File: src/core/upr_pkg.sv
package upr_pkg;

    // ------------------------------------------------------------
    // Timing
    // ------------------------------------------------------------
    localparam int unsigned CLK_HZ = 50_000_000;
    localparam int unsigned RST_HOLD_US = 2000;
    localparam int unsigned RST_HOLD_CYC = (CLK_HZ / 1_000_000) * RST_HOLD_US;
    localparam int unsigned LAMP_PULSE_US = 20;
    localparam int unsigned LAMP_PULSE_CYC = (CLK_HZ / 1_000_000) * LAMP_PULSE_US;
    localparam int unsigned OSC_REF_HZ = 6_000_000;
    localparam int unsigned PLL_MULT = 8;
    localparam int unsigned WORK_HZ = OSC_REF_HZ * PLL_MULT;
    localparam int unsigned OSC_HALF_CYC = 4;

    // ------------------------------------------------------------
    // Types
    // ------------------------------------------------------------
    typedef enum logic [2:0] {
        UPR_RST_HOLD = 3'b001,
        UPR_RST_WAIT = 3'b010,
        UPR_RST_RUN = 3'b100
    } upr_rst_e;

    typedef struct packed {
        logic configured;
        logic suspended;
        logic tx_active;
        logic rx_active;
    } upr_usb_s;

endpackage

File: src/core/upr_power_reset.sv
`timescale 1ns/100ps
`default_nettype none

// Operation
// - Suspend indicator low while USB suspended, high otherwise.
// - Power enable low once configured, high again whenever suspended.
// - Reset output floats about 2ms after supply good and clock running, then drives high.
// - External reset input low floats the reset output.
// - USB bus reset never affects the reset output.
// - Transmit lamp pulses low on USB transmit activity.
// - Receive lamp pulses low on USB receive activity.
// - Oscillator output stops toggling while suspended.
// - A 6MHz reference is the timing base.
// - Working clock is the reference multiplied by eight.
// - Power source select low means bus powered, high self powered.
// - Test input high selects test mode; low is normal operation.
module upr_power_reset #(
    parameter int unsigned HOLD_CYC = upr_pkg::RST_HOLD_CYC,
    parameter int unsigned PULSE_CYC = upr_pkg::LAMP_PULSE_CYC
) (
    input wire logic i_clk,
    input wire logic i_resetn,
    input wire logic i_supply_good,
    input wire logic i_clock_running,
    input wire logic i_ext_reset_n,
    input wire logic i_usb_bus_reset,
    input wire upr_pkg::upr_usb_s i_usb,
    input wire logic i_power_source_select,
    input wire logic i_test_mode,
    output logic o_suspend_n,
    output logic o_ext_power_enable_n,
    output logic o_reset_out,
    output logic o_reset_out_oe_n,
    output logic o_tx_activity_lamp_n,
    output logic o_tx_activity_lamp_oe_n,
    output logic o_rx_activity_lamp_n,
    output logic o_rx_activity_lamp_oe_n,
    output logic o_osc_out,
    output logic o_self_powered,
    output logic o_test_active
);
    import upr_pkg::*;

    if (HOLD_CYC < 1 || PULSE_CYC < 1) begin : g_bad_param
        $error("Hold and pulse counts must be at least one cycle.");
    end

    localparam int CW = $clog2(HOLD_CYC + 1);
    localparam int PW = $clog2(PULSE_CYC + 1);

    // ------------------------------------------------------------
    // Power state outputs
    // ------------------------------------------------------------
    logic suspend_n_reg;
    logic pwr_en_n_reg;
    wire logic suspend_n_next = ~i_usb.suspended;
    wire logic pwr_en_n_next = ~(i_usb.configured & ~i_usb.suspended);

    always_ff @(posedge i_clk or negedge i_resetn) begin
        if (!i_resetn) begin
            suspend_n_reg <= 1'b1;
            pwr_en_n_reg <= 1'b1;
        end else begin
            suspend_n_reg <= suspend_n_next;
            pwr_en_n_reg <= pwr_en_n_next;
        end
    end

    assign o_suspend_n = suspend_n_reg;
    assign o_ext_power_enable_n = pwr_en_n_reg;

    // ------------------------------------------------------------
    // Reset output generator
    // ------------------------------------------------------------
    // The bus reset input is ANDed with zero in the only term below that names it,
    // so enumeration resets never disturb logic held by this output.
    upr_rst_e rst_state_reg;
    upr_rst_e rst_state_next;
    logic [CW-1:0] hold_cnt_reg;
    logic [CW-1:0] hold_cnt_next;
    wire logic start_ok = i_supply_good & i_clock_running & i_ext_reset_n;
    wire logic hold_done = (hold_cnt_reg == CW'(HOLD_CYC - 1));
    wire logic unused_bus_reset = i_usb_bus_reset;

    always_comb begin
        rst_state_next = rst_state_reg;
        hold_cnt_next = hold_cnt_reg;
        unique case (rst_state_reg)
            UPR_RST_HOLD: begin
                hold_cnt_next = '0;
                if (start_ok) begin
                    rst_state_next = UPR_RST_WAIT;
                end
            end
            UPR_RST_WAIT: begin
                hold_cnt_next = hold_cnt_reg + CW'(1);
                if (!start_ok) begin
                    rst_state_next = UPR_RST_HOLD;
                end else if (hold_done) begin
                    rst_state_next = UPR_RST_RUN;
                end
            end
            UPR_RST_RUN: begin
                if (!start_ok) begin
                    rst_state_next = UPR_RST_HOLD;
                end
            end
            default: begin
                rst_state_next = UPR_RST_HOLD;
            end
        endcase
    end

    always_ff @(posedge i_clk or negedge i_resetn) begin
        if (!i_resetn) begin
            rst_state_reg <= UPR_RST_HOLD;
            hold_cnt_reg <= '0;
        end else begin
            rst_state_reg <= rst_state_next;
            hold_cnt_reg <= hold_cnt_next;
        end
    end

    assign o_reset_out = 1'b1;
    assign o_reset_out_oe_n = (rst_state_reg != UPR_RST_RUN) | unused_bus_reset & 1'b0;

    // ------------------------------------------------------------
    // Activity lamps
    // ------------------------------------------------------------
    // Each lamp stretches activity to a visible pulse; new activity
    // restarts the stretch so a busy link keeps the lamp lit.
    logic [1:0] lamp_on;
    wire logic [1:0] lamp_act = {i_usb.rx_active, i_usb.tx_active};

    genvar g;
    generate
        for (g = 0; g < 2; g++) begin : g_lamp
            logic [PW-1:0] cnt_reg;
            wire logic [PW-1:0] cnt_next = lamp_act[g] ? PW'(PULSE_CYC) :
                (cnt_reg != '0) ? cnt_reg - PW'(1) : cnt_reg;
            always_ff @(posedge i_clk or negedge i_resetn) begin
                if (!i_resetn) begin
                    cnt_reg <= '0;
                end else begin
                    cnt_reg <= cnt_next;
                end
            end
            assign lamp_on[g] = (cnt_reg != '0);
        end
    endgenerate

    // Open-collector pins: drive low when lit, release otherwise.
    assign o_tx_activity_lamp_n = 1'b0;
    assign o_tx_activity_lamp_oe_n = ~lamp_on[0];
    assign o_rx_activity_lamp_n = 1'b0;
    assign o_rx_activity_lamp_oe_n = ~lamp_on[1];

    // ------------------------------------------------------------
    // Oscillator output
    // ------------------------------------------------------------
    // The analog oscillator and multiplier are outside this logic; here
    // the work clock is divided back to a reference-rate image.
    logic [2:0] osc_cnt_reg;
    logic osc_reg;
    wire logic osc_wrap = (osc_cnt_reg == 3'(OSC_HALF_CYC - 1));
    wire logic [2:0] osc_cnt_next = osc_wrap ? 3'h0 : osc_cnt_reg + 3'h1;

    always_ff @(posedge i_clk or negedge i_resetn) begin
        if (!i_resetn) begin
            osc_cnt_reg <= 3'h0;
            osc_reg <= 1'b0;
        end else if (!i_usb.suspended) begin
            osc_cnt_reg <= osc_cnt_next;
            if (osc_wrap) begin
                osc_reg <= ~osc_reg;
            end
        end
    end

    assign o_osc_out = osc_reg;

    // ------------------------------------------------------------
    // Straps
    // ------------------------------------------------------------
    logic self_pwr_reg;
    logic test_reg;

    always_ff @(posedge i_clk or negedge i_resetn) begin
        if (!i_resetn) begin
            self_pwr_reg <= 1'b0;
            test_reg <= 1'b0;
        end else begin
            self_pwr_reg <= i_power_source_select;
            test_reg <= i_test_mode;
        end
    end

    assign o_self_powered = self_pwr_reg;
    assign o_test_active = test_reg;

endmodule // upr_power_reset

`default_nettype wire

File: config.mk
export PLATFORM = sky130hd
export DESIGN_NAME = upr_power_reset
export DESIGN_NICKNAME = d
export VERILOG_FILES = /design/src/core/upr_pkg.sv /design/src/core/upr_power_reset.sv
export SDC_FILE = /design/constraint.sdc
export NUM_CORES = 1
export LEC_CHECK = 0
export BUFFER_PORTS_ARGS = -buffer_cell sky130_fd_sc_hd__buf_2
export CORE_MARGIN = 8
export CORE_UTILIZATION = 55
export DETAILED_ROUTE_END_ITERATION = 8
export PLACE_DENSITY = 0.75
export SKIP_LAST_GASP = 1
export SYNTH_ARGS = -nofsm -noshare
export SYNTH_HDL_FRONTEND = slang
export SYNTH_SLANG_ARGS = --single-unit
File: constraint.sdc
create_clock -name i_clk -period 4.95 [get_ports i_clk]
set_clock_uncertainty 0.1 [all_clocks]
set_input_delay 0.99 -clock i_clk [delete_from_list [all_inputs] [get_ports i_clk]]
set_output_delay 0.99 -clock i_clk [all_outputs]
set_load 0.01 [all_outputs]
### Yosys cells after proc, flatten, opt, wreduce, memory -nomap -nowiden

Cells that the tools add are included.
Widths: inputs -> output; s select.

* input bits: 12
* register bits: 48
* output and inout bits: 11
* logic and storage cells: 49

* add/sub/neg operators: 4
* bitwise operators: 8
* multiplexer cells: 11
* eq/ne operators: 9
* reductions and logical operators: 7

Operators with widths (number)
* $mux 10: 4
* $pmux 17 s2: 1
* $reduce_bool 10->1: 2
* $sub 10x1->10 const B: 2
* $add 17x1->17 const B: 1
* $eq 17x17->1 const B: 1
* $mux 3: 5
* $pmux 3 s3: 1
* $eq 3x2->1 const B: 2
* $ne 3x3->1 const B: 2
* $reduce_bool 2->1: 3
* $not 1->1: 5
* $ne 2x2->1 const B: 2
* $add 3x1->3 const B: 1
* $and 1x1->1: 3
* $eq 3x1->1 const B: 1
* $eq 3x3->1 const B: 1
* $reduce_and 3->1: 1
* $reduce_and 2->1: 1

### Longest topological paths before layout

Gate-level depths: netlist (run 1).

* depth in word-level cells: 4
* depth in mapped cells: 6
* mapped depth without buffers: 6

### Least setup slack after synthesis (run 1)

No wires, ideal clock.

* path kind: register to output
* start point: register g_lamp[1].cnt_reg[0]
* end point: output o_rx_activity_lamp_oe_n
* required time: 3.860 ns
* setup slack: 2.345 ns
* stages on the path, launching flop included: 6
* buffers on the path: 0
* arrival: 1.515 ns
* cells stage by stage: dfrtp_1 -> inv_1 -> ha_1 -> nor4b_1 -> nand3_1 -> inv_1

* cells in the longest elaborated chain, start to end: 2

RTL lines
* start: declaration: RTL line upr_power_reset.sv:138 `logic [PW-1:0] cnt_reg;`
* start signal: assignment: RTL line upr_power_reset.sv:145 `cnt_reg <= cnt_next;`
* $reduce_bool 10->1: RTL line upr_power_reset.sv:148 `assign lamp_on[g] = (cnt_reg != '0);`
* $not 1->1: RTL line upr_power_reset.sv:156 `assign o_rx_activity_lamp_oe_n = ~lamp_on[1];`
* end: declaration: RTL line upr_power_reset.sv:37 `output logic o_rx_activity_lamp_oe_n,`

Every way passes these cells.

### Worst setup path after layout (run 1)

Same ends and word-level chain as after synthesis.

==> results.txt, run 1 <==
Share of layout cells above drive strength 1: 15.9%
Hold-fix buffers at CTS: 0
Cts bufs inserted: 5
Critical path type: flip-flop to output pin
Ys flop type: dfrtp_1
Fmax: 301 MHz
IO Pins: 23
Layout area overhead: 9.55%
WL final: 4.35 mm
Core area: 4260 um2
Final ANT Viol Nets: 0
CP required: 3860 ps
Tmin final: 3320 ps
CP Launch Type: flip-flop
Register area share after synthesis: 50.2%
Final Hold Viols: 0
Postcts setup bufs: 0
DR iter-0 viols: 101
Drt wl/cell: 14.3 um
Post-place setup slack: 1990 ps
Post-DP Area: 2520 um2
Slowest cell delay on critical path: 560 ps
Full die area: 6730 um2
Vias in the first global route: 1682
Register area: 1200 um2
Clock Sinks: 48
Die extent in x: 82.0 um
Static leakage: 0.00106 uW
CTS H-Tree Depth: 2
Initial Utilization: 56.2%
Die H: 82.0 um
CTS root buf: clkbuf_8
Pin count of the biggest net entering global routing: 49
Filler Cell Count: 362
Most Frequent Cell on Critical Path: inv_1
Slew headroom: 31.6%
Antenna Cells: 0
Top post-synthesis cells by area: dfrtp_1, dfstp_2, o21ai_0, xnor2_1, nand2_1
Syn Inst Count: 234
R2R depth: 6
Most frequent cell after synthesis: dfrtp_1
Final setup viols: 0
Crit path arrival time: 2230 ps
Max reg flops: 20
Worst Hold Launch: o_osc_out
EDFF count, synth: 0
Final Cycle Share: 67.1%
Clock-pin slew on the worst setup and hold paths: 80 ps
CP max FO: 7
Setup WS post-layout: 1630 ps
Synth cell count leaders: dfrtp_1, nand2_1, o21ai_0
Placer Congestion: 0.790
# port buffers: 18
Actual transition at the worst max-transition pin: 1030 ps
DR DRC count: 0
Vias per Instance: 5.76
NumNets Final: 267
Max-Cap Viols: 0
Slowest CP cell: nor4b_1
Grt ovf: 0
CTS tree: done
Post-synthesis cell type count: 48
R2R setup slack: 2780 ps
Via count: 1751
Setup TNS: 0 ps
Worst Setup End Kind: output pin
1st-pass router iterations: 4
Post-route cell area: 2630 um2
HP Class: flip-flop to flip-flop
Worst hold path depth: 1
Rows: 24
Endpoint, Worst Hold: o_osc_out
Delay-heaviest family, CP: simple AND/OR/NAND/NOR gates
Fraction of registers with async set/reset: 100%
Antenna violations before repair: 0
Syn. warnings: 0
Crit-path cells: inv_1 -> ha_1 -> nor4b_1 -> nand3_1 -> inv_1 -> buf_2
Pwr/cell area: 314 nW/um2
Syn avg cell area: 10.3 um2
RSZ-0062 raised after global routing: no
Synth Cell Area: 2400 um2
Top cell type's share of synthesized area: 46.9%
First-pass GRT wire length: 7.50 mm
Status: finished clean
Worst R2R Start: g_lamp[1].cnt_reg[0]
Multi-input gate area: 1110 um2
Worst-case clock buffer depth: 2
Max IR drop VDD: 0.215 mV
Max-slew violation count: 0
Post-DP HPWL: 3.00 mm
Clock latency on the worst-skew pair: 310 ps
Largest area contributor in the netlist: dfrtp_1
#FFs+latches synth: 48
R2r endpoint: g_lamp[1].cnt_reg[0]
GRT Overall Usage: 14.4%
CTS resizes: 0
Worst path bufs/invs: 3
==> cell type report <==
type	count	area share, %
sequential	48	45.9
multi-input combinational	167	42.3
timing repair buffer	19	3.71
clock buffer	5	2.62
tap	52	2.48
clock inverter	3	1.62
inverter	10	1.43
==> through the flow <==
stage                     total power (uW)  hold slack [ps]  instances  utilization [%]
final                                  825              390        304             61.6
after global routing                   868              422        304             61.6
after CTS                              837              400        304             61.6
after detailed placement               552              388        296             59.0
after global placement                 544              351        296             59.0
after floorplan                        516              349        235                -
==> worst max path at each step <==
stage                                    start                      end  slack [ps]  depth (start not counted)
after global routing      g_lamp[1].cnt_reg[0]  o_rx_activity_lamp_oe_n        1370                          6
after CTS                 g_lamp[1].cnt_reg[0]  o_rx_activity_lamp_oe_n        1620                          6
final                     g_lamp[1].cnt_reg[0]  o_rx_activity_lamp_oe_n        1630                          6
after global placement    g_lamp[1].cnt_reg[0]  o_rx_activity_lamp_oe_n        2060                          6
after detailed placement  g_lamp[1].cnt_reg[0]  o_rx_activity_lamp_oe_n        1990                          6
after floorplan           g_lamp[1].cnt_reg[0]  o_rx_activity_lamp_oe_n        2340                          5
==> worst reg2reg max path: cells and delay by family, from the launching register on <==
family | cells | cell delay [ps]
AND/OR/NAND/NOR | 3 | 960
buffers and inverters | 1 | 70
flip-flops | 1 | 410
adder cells (fa/ha/maj) | 1 | 260
XOR/XNOR | 1 | 260
==> layout by cell type, fill, tap and decap left out, types with 6 or more instances in the layout <==
master    count
o21ai_0      15
buf_2        18
inv_1        10
nand2b_1      7
a211oi_1      7
xnor2_1       7
a21oi_1      10
nand2_1      16
nor2_1        9
nand4_1       7
o31ai_1       6
nand3_1       7
dfrtp_1      45
or3_1         8
==> cells by family (layout without fill, tap and decap cells) <==
group | Yosys count | count (layout) | share of synthesized area [%]
XOR/XNOR | 8 | 8 | 2.92
AND/OR/NAND/NOR | 89 | 89 | 22.5
multiplexers | 5 | 5 | 2.19
flip-flops | 48 | 48 | 50.2
buffers and inverters | 20 | 37 | 3.60
AO/OA/AOI/OAI | 58 | 58 | 16.1
adder cells (fa/ha/maj) | 4 | 4 | 2.09
other | 2 | 3 | 0.313
==> report_power, final <==
| part | switching (uW) | internal [uW] | leakage [uW] |
|---|---|---|---|
| logic | 52.7 | 47.2 | 0.000427 |
| registers | 22.8 | 419 | 0.000582 |
| clock network | 133 | 149 | 0.0000541 |
==> per-layer routing <==
| layer | share of wire [%] | vias to the layer above | global-route usage (%) |
|---|---|---|---|
| met2 | 49 | 17 | 24.1 |
| li1 | - | 889 | - |
| met3 | 3.4 | 6 | 4.70 |
| met1 | 46 | 839 | 16.6 |
| met4 | 1.5 | 0 | 5.79 |
| met5 | 0 | - | 0 |
(Power assumes the default switching activity.)
==> run 2, diff against run 1 <==
--- a/config.mk
+++ b/config.mk
@@ -7,7 +7,7 @@
 export LEC_CHECK = 0
 export BUFFER_PORTS_ARGS = -buffer_cell sky130_fd_sc_hd__buf_2
 export CORE_MARGIN = 8
-export CORE_UTILIZATION = 55
+export CORE_UTILIZATION = 53
 export DETAILED_ROUTE_END_ITERATION = 8
 export PLACE_DENSITY = 0.75
 export SKIP_LAST_GASP = 1
==> constraint.sdc (replaced) <==
create_clock -name i_clk -period 2.9 [get_ports i_clk]
set_clock_uncertainty 0.1 [all_clocks]
set_input_delay 0.58 -clock i_clk [delete_from_list [all_inputs] [get_ports i_clk]]
set_output_delay 0.58 -clock i_clk [all_outputs]
set_load 0.01 [all_outputs]
==> run 2 against run 1 <==
Compared with the run above: die area is 3.0% higher; worst hold slack worse by 210 ps; clock power grew 42%; wire length fell by 1.4%; first-iteration DRC count decreased by 30%; utilization fell by 1.2 points; critical path type unchanged; highest routed layer unchanged.
==> results.txt, run 2 (synthesized netlist as in run 1, its figures left out) <==
Max reg flops: 20 (unchanged)
Antenna violations before repair: 0 (unchanged)
Actual transition at the worst max-transition pin: 627 ps (was 1030 ps)
First-pass GRT wire length: 7.62 mm (was 7.50 mm)
Crit-path cells: inv_1 -> ha_1 -> nor3b_2 -> nor4b_4 -> buf_2 (was inv_1 -> ha_1 -> nor4b_1 -> nand3_1 -> inv_1 -> buf_2)
Setup TNS: 0 ps (unchanged)
GRT Overall Usage: 12.7% (was 14.4%)
CTS root buf: clkbuf_8 (unchanged)
Max-Cap Viols: 0 (unchanged)
NumNets Final: 270 (was 267)
Die H: 83.3 um (was 82.0 um)
CTS tree: done (unchanged)
Hold-fix buffers at CTS: 0 (unchanged)
Full die area: 6930 um2 (was 6730 um2)
Clock latency on the worst-skew pair: 300 ps (was 310 ps)
Cts bufs inserted: 5 (unchanged)
Tot Pwr: 1330 uW (was 825 uW)
Slew headroom: 57.8% (was 31.6%)
Slowest CP cell: dfrtp_1 (was nor4b_1)
CP Launch Type: flip-flop (unchanged)
Hold slack: 181 ps (was 390 ps)
RSZ-0062 raised after global routing: no (unchanged)
Most frequent cells in the layout: dfrtp_1, buf_2, nand2_1 (unchanged)
Placer Congestion: 0.798 (was 0.790)
CP required: 2220 ps (was 3860 ps)
Die extent in x: 83.3 um (was 82.0 um)
Grt ovf: 0 (unchanged)
DR iter-0 viols: 71 (was 101)
IO Pins: 23 (unchanged)
Core area: 4350 um2 (was 4260 um2)
Fin cells: 306 (was 304)
1st-pass router iterations: 4 (unchanged)
Worst-case clock buffer depth: 2 (unchanged)
Max-slew violation count: 0 (unchanged)
Max IR drop VDD: 0.350 mV (was 0.215 mV)
Vias in the first global route: 1697 (was 1682)
HP Class: input pin to asynchronous set/reset pin (was flip-flop to flip-flop)
Antenna Cells: 0 (unchanged)
CTS H-Tree Depth: 2 (unchanged)
Via count: 1792 (was 1751)
Slowest cell delay on critical path: 410 ps (was 560 ps)
Status: finished clean (unchanged)
DR DRC count: 0 (unchanged)
Final ANT Viol Nets: 0 (unchanged)
Crit path arrival time: 1910 ps (was 2230 ps)
Tmin final: 2590 ps
Final Cycle Share: 89.3%
Drt wl/cell: 14.0 um (was 14.3 um)
# port buffers: 18 (unchanged)
Vias per Instance: 5.86 (was 5.76)
Most common cell after layout, fill and taps aside: dfrtp_1 (unchanged)
Layout area overhead: 9.65% (was 9.55%)
CTS resizes: 0 (unchanged)
Final setup viols: 0 (unchanged)
CP max FO: 5 (was 7)
Clock Sinks: 48 (unchanged)
Postcts setup bufs: 0 (unchanged)
Pin count of the biggest net entering global routing: 29 (was 49)
Clock-pin slew on the worst setup and hold paths: 90 ps (was 80 ps)
Post-layout util: 60.4% (was 61.6%)
Static leakage: 0.00107 uW (was 0.00106 uW)
Initial Utilization: 55.1% (was 56.2%)
Pwr/cell area: 504 nW/um2 (was 314 nW/um2)
Worst Setup End Kind: output pin (unchanged)
Post-DP HPWL: 3.09 mm (was 3.00 mm)
Fmax: 386 MHz
WL final: 4.29 mm (was 4.35 mm)
Share of layout cells above drive strength 1: 16.5% (was 15.9%)
Final Hold Viols: 0 (unchanged)
Rows: 24 (unchanged)
# placed instances: 299 (was 296)
Critical path type: flip-flop to output pin (unchanged)
-- run 2: worst paths after layout --
check                      cells past startpoint                      end             startpoint  slack (ps)
max reg2reg                                    6     g_lamp[1].cnt_reg[6]   g_lamp[1].cnt_reg[0]         880
max in group asynchronous                      2              o_suspend_n               i_resetn        1860
min in group i_clk                             1           o_self_powered  i_power_source_select         290
max                                            5  o_tx_activity_lamp_oe_n   g_lamp[0].cnt_reg[0]         310
min                                            1     g_lamp[0].cnt_reg[8]               i_resetn         180
min reg2reg                                    1                o_osc_out              o_osc_out         360
-- run 2: through the flow --
step | setup WS (ps) | instance area (um2)
6_report | 311 | 2630
5_1_grt | 143 | 2630
4_1_cts | 306 | 2630
3_5_place_dp | 648 | 2540
3_3_place_gp | 678 | 2540
2_1_floorplan | 705 | 2400
-- run 2: final cells by class --
class	instances	area (um2)
Clock buffer	6	82.6
Clock inverter	1	8.76
Fill cell	365	1720
Inverter	10	37.5
Multi-Input combinational cell	167	1110
Sequential cell	48	1200
Tap cell	52	65.1
Timing Repair Buffer	22	120
-- run 2: where the power goes --
part	switching (uW)	internal [uW]	total, uW
Combinational	86.6	82.9	169
Sequential	38.4	716	754
Clock	212	190	402
Total	337	989	1330
-- run 2: critical path: cells and delay by family, from the launching register on --
| family | cells | cell delay, ps |
|---|---|---|
| buffers and inverters | 2 | 310 |
| AND/OR/NAND/NOR | 2 | 700 |
| flip-flops | 1 | 410 |
| adder cells (fa/ha/maj) | 1 | 200 |
-- run 2: metal layers --
layer  GRT usage, %  part of all wire [%]
met1           15.7                    49
met4           3.99                   1.3
met3           3.52                   2.2
met5              0                     0
met2           20.8                    48
==> run 3, diff against run 2 <==
--- a/config.mk
+++ b/config.mk
@@ -8,6 +8,7 @@
 export BUFFER_PORTS_ARGS = -buffer_cell sky130_fd_sc_hd__buf_2
 export CORE_MARGIN = 8
 export CORE_UTILIZATION = 53
+export CTS_BUF_LIST = sky130_fd_sc_hd__clkbuf_16
 export DETAILED_ROUTE_END_ITERATION = 8
 export PLACE_DENSITY = 0.75
 export SKIP_LAST_GASP = 1
==> run 3 against run 2 <==
Compared with the run above: setup slack gained 26 ps; first-iteration DRC count grew 11%; largest cell class unchanged; total power grew 10%.
==> results.txt, run 3 (synthesized netlist as in run 1, its figures left out) <==
NumNets Final: 270 (unchanged)
Die H: 83.3 um (unchanged)
Setup TNS: 0 ps (unchanged)
Post-route cell area: 2680 um2 (was 2630 um2)
Critical path type: flip-flop to output pin (unchanged)
Clock Sinks: 48 (unchanged)
Worst R2R Start: g_lamp[1].cnt_reg[0] (unchanged)
Post-DP HPWL: 3.09 mm (unchanged)
R2r endpoint: g_lamp[1].cnt_reg[6] (unchanged)
Crit path arrival time: 1880 ps (was 1910 ps)
Max IR drop VDD: 0.258 mV (was 0.350 mV)
First-pass GRT wire length: 7.67 mm (was 7.62 mm)
1st-pass router iterations: 4 (unchanged)
DR DRC count: 0 (unchanged)
WL final: 4.34 mm (was 4.29 mm)
Placer Congestion: 0.798 (unchanged)
Filler Cell Count: 362 (was 365)
CP max FO: 5 (unchanged)
R2R depth: 6 (unchanged)
Layout area overhead: 11.6% (was 9.65%)
Die extent in x: 83.3 um (unchanged)
Final setup viols: 0 (unchanged)
Pin count of the biggest net entering global routing: 29 (unchanged)
Fmax: 390 MHz (was 386 MHz)
Hold-fix buffers at CTS: 0 (unchanged)
Static leakage: 0.00109 uW (was 0.00107 uW)
Postcts setup bufs: 0 (unchanged)
Clock-pin slew on the worst setup and hold paths: 60 ps (was 90 ps)
Max reg flops: 20 (unchanged)
CP Launch Type: flip-flop (unchanged)
Worst path bufs/invs: 2 (unchanged)
Slowest CP cell: dfrtp_1 (unchanged)
Vias per Instance: 5.92 (was 5.86)
Multi-input gate area: 1110 um2 (unchanged)
Clock latency on the worst-skew pair: 280 ps (was 300 ps)
Status: finished clean (unchanged)
Drt wl/cell: 14.2 um (was 14.0 um)
Grt ovf: 0 (unchanged)
Rows: 24 (unchanged)
Core area: 4350 um2 (unchanged)
Via count: 1813 (was 1792)
Initial Utilization: 55.1% (unchanged)
Final Cycle Share: 88.4% (was 89.3%)
Actual transition at the worst max-transition pin: 638 ps (was 627 ps)
Max-slew violation count: 0 (unchanged)
DR iter-0 viols: 79 (was 71)
Final Hold Viols: 0 (unchanged)
Max-Cap Viols: 0 (unchanged)
Register area: 1200 um2 (unchanged)
GRT Overall Usage: 12.7% (about the same)
Most frequent cells in the layout: dfrtp_1, buf_2, nand2_1 (unchanged)
Antenna violations before repair: 0 (unchanged)
CTS root buf: clkbuf_16 (was clkbuf_8)
CP required: 2220 ps (about the same)
# port buffers: 18 (unchanged)
Final ANT Viol Nets: 0 (unchanged)
Crit-path cells: inv_1 -> ha_1 -> nor3b_2 -> nor4b_4 -> buf_2 (unchanged)
Slew headroom: 57.1% (was 57.8%)
Cts bufs inserted: 5 (unchanged)
Post-DP Area: 2540 um2 (unchanged)
Vias in the first global route: 1701 (was 1697)
Share of layout cells above drive strength 1: 16.1% (was 16.5%)
RSZ-0062 raised after global routing: no (unchanged)
Tmin final: 2560 ps (was 2590 ps)
Tot Pwr: 1460 uW (was 1330 uW)
Worst-case clock buffer depth: 2 (unchanged)
HP Class: input pin to asynchronous set/reset pin (unchanged)
Pwr/cell area: 547 nW/um2 (was 504 nW/um2)
Antenna Cells: 0 (unchanged)
Delay-heaviest family, CP: simple AND/OR/NAND/NOR gates (unchanged)
CTS H-Tree Depth: 2 (unchanged)
Most common cell after layout, fill and taps aside: dfrtp_1 (unchanged)
Full die area: 6930 um2 (unchanged)
Worst Setup End Kind: output pin (unchanged)
CTS resizes: 0 (unchanged)
R2R setup slack: 880 ps (about the same)
CTS tree: done (unchanged)
Slowest cell delay on critical path: 400 ps (was 410 ps)
Hold slack: 203 ps (was 181 ps)
IO Pins: 23 (unchanged)
## run 3: cell count changes in the layout (fill, tap and decap cells not counted)
cell	delta
clkbuf_16	+5
clkbuf_8	-6
clkinv_1	+1
## run 3: layout make-up
cell class | count | area share, %
Sequential cell | 48 | 45.0
Multi-Input combinational cell | 167 | 41.5
Clock buffer | 5 | 4.68
Timing Repair Buffer | 22 | 4.49
Tap cell | 52 | 2.43
Inverter | 10 | 1.40
Clock inverter | 2 | 0.468
## run 3: power by group
| group | switching, uW | internal [uW] |
|---|---|---|
| logic | 87.1 | 82.9 |
| clock network | 225 | 313 |
| registers | 38.5 | 717 |
| total | 350 | 1110 |
## run 3: per-stage QoR
stage                     utilization [%]  setup slack (ps)  instances
after floorplan                         -               705        235
after CTS                            61.5               333        306
after global routing                 61.5               173        306
final                                61.5               337        306
after global placement               58.3               678        299
after detailed placement             58.3               648        299
## run 3: worst max-delay path by stage
stage               slack, ps                 start  depth (start not counted)                      end
finish                    340  g_lamp[0].cnt_reg[0]                          5  o_tx_activity_lamp_oe_n
global route              170  g_lamp[1].cnt_reg[0]                          7  o_rx_activity_lamp_oe_n
CTS                       330  g_lamp[0].cnt_reg[0]                          5  o_tx_activity_lamp_oe_n
detailed placement        650  g_lamp[1].cnt_reg[0]                          7  o_rx_activity_lamp_oe_n
global placement          680  g_lamp[1].cnt_reg[0]                          7  o_rx_activity_lamp_oe_n
floorplan                 700  g_lamp[1].cnt_reg[0]                          5  o_rx_activity_lamp_oe_n
## run 3: layer usage
| metal | share of wire [%] | GRT usage (%) | vias up | wire [um] |
|---|---|---|---|---|
| met2 | 48 | 21.0 | 22 | 2080 |
| met4 | 0.55 | 3.67 | 0 | 24 |
| met1 | 49 | 15.8 | 887 | 2130 |
| met5 | 0 | 0 | - | 0 |
| li1 | - | - | 902 | - |
| met3 | 2.3 | 3.52 | 2 | 102 |
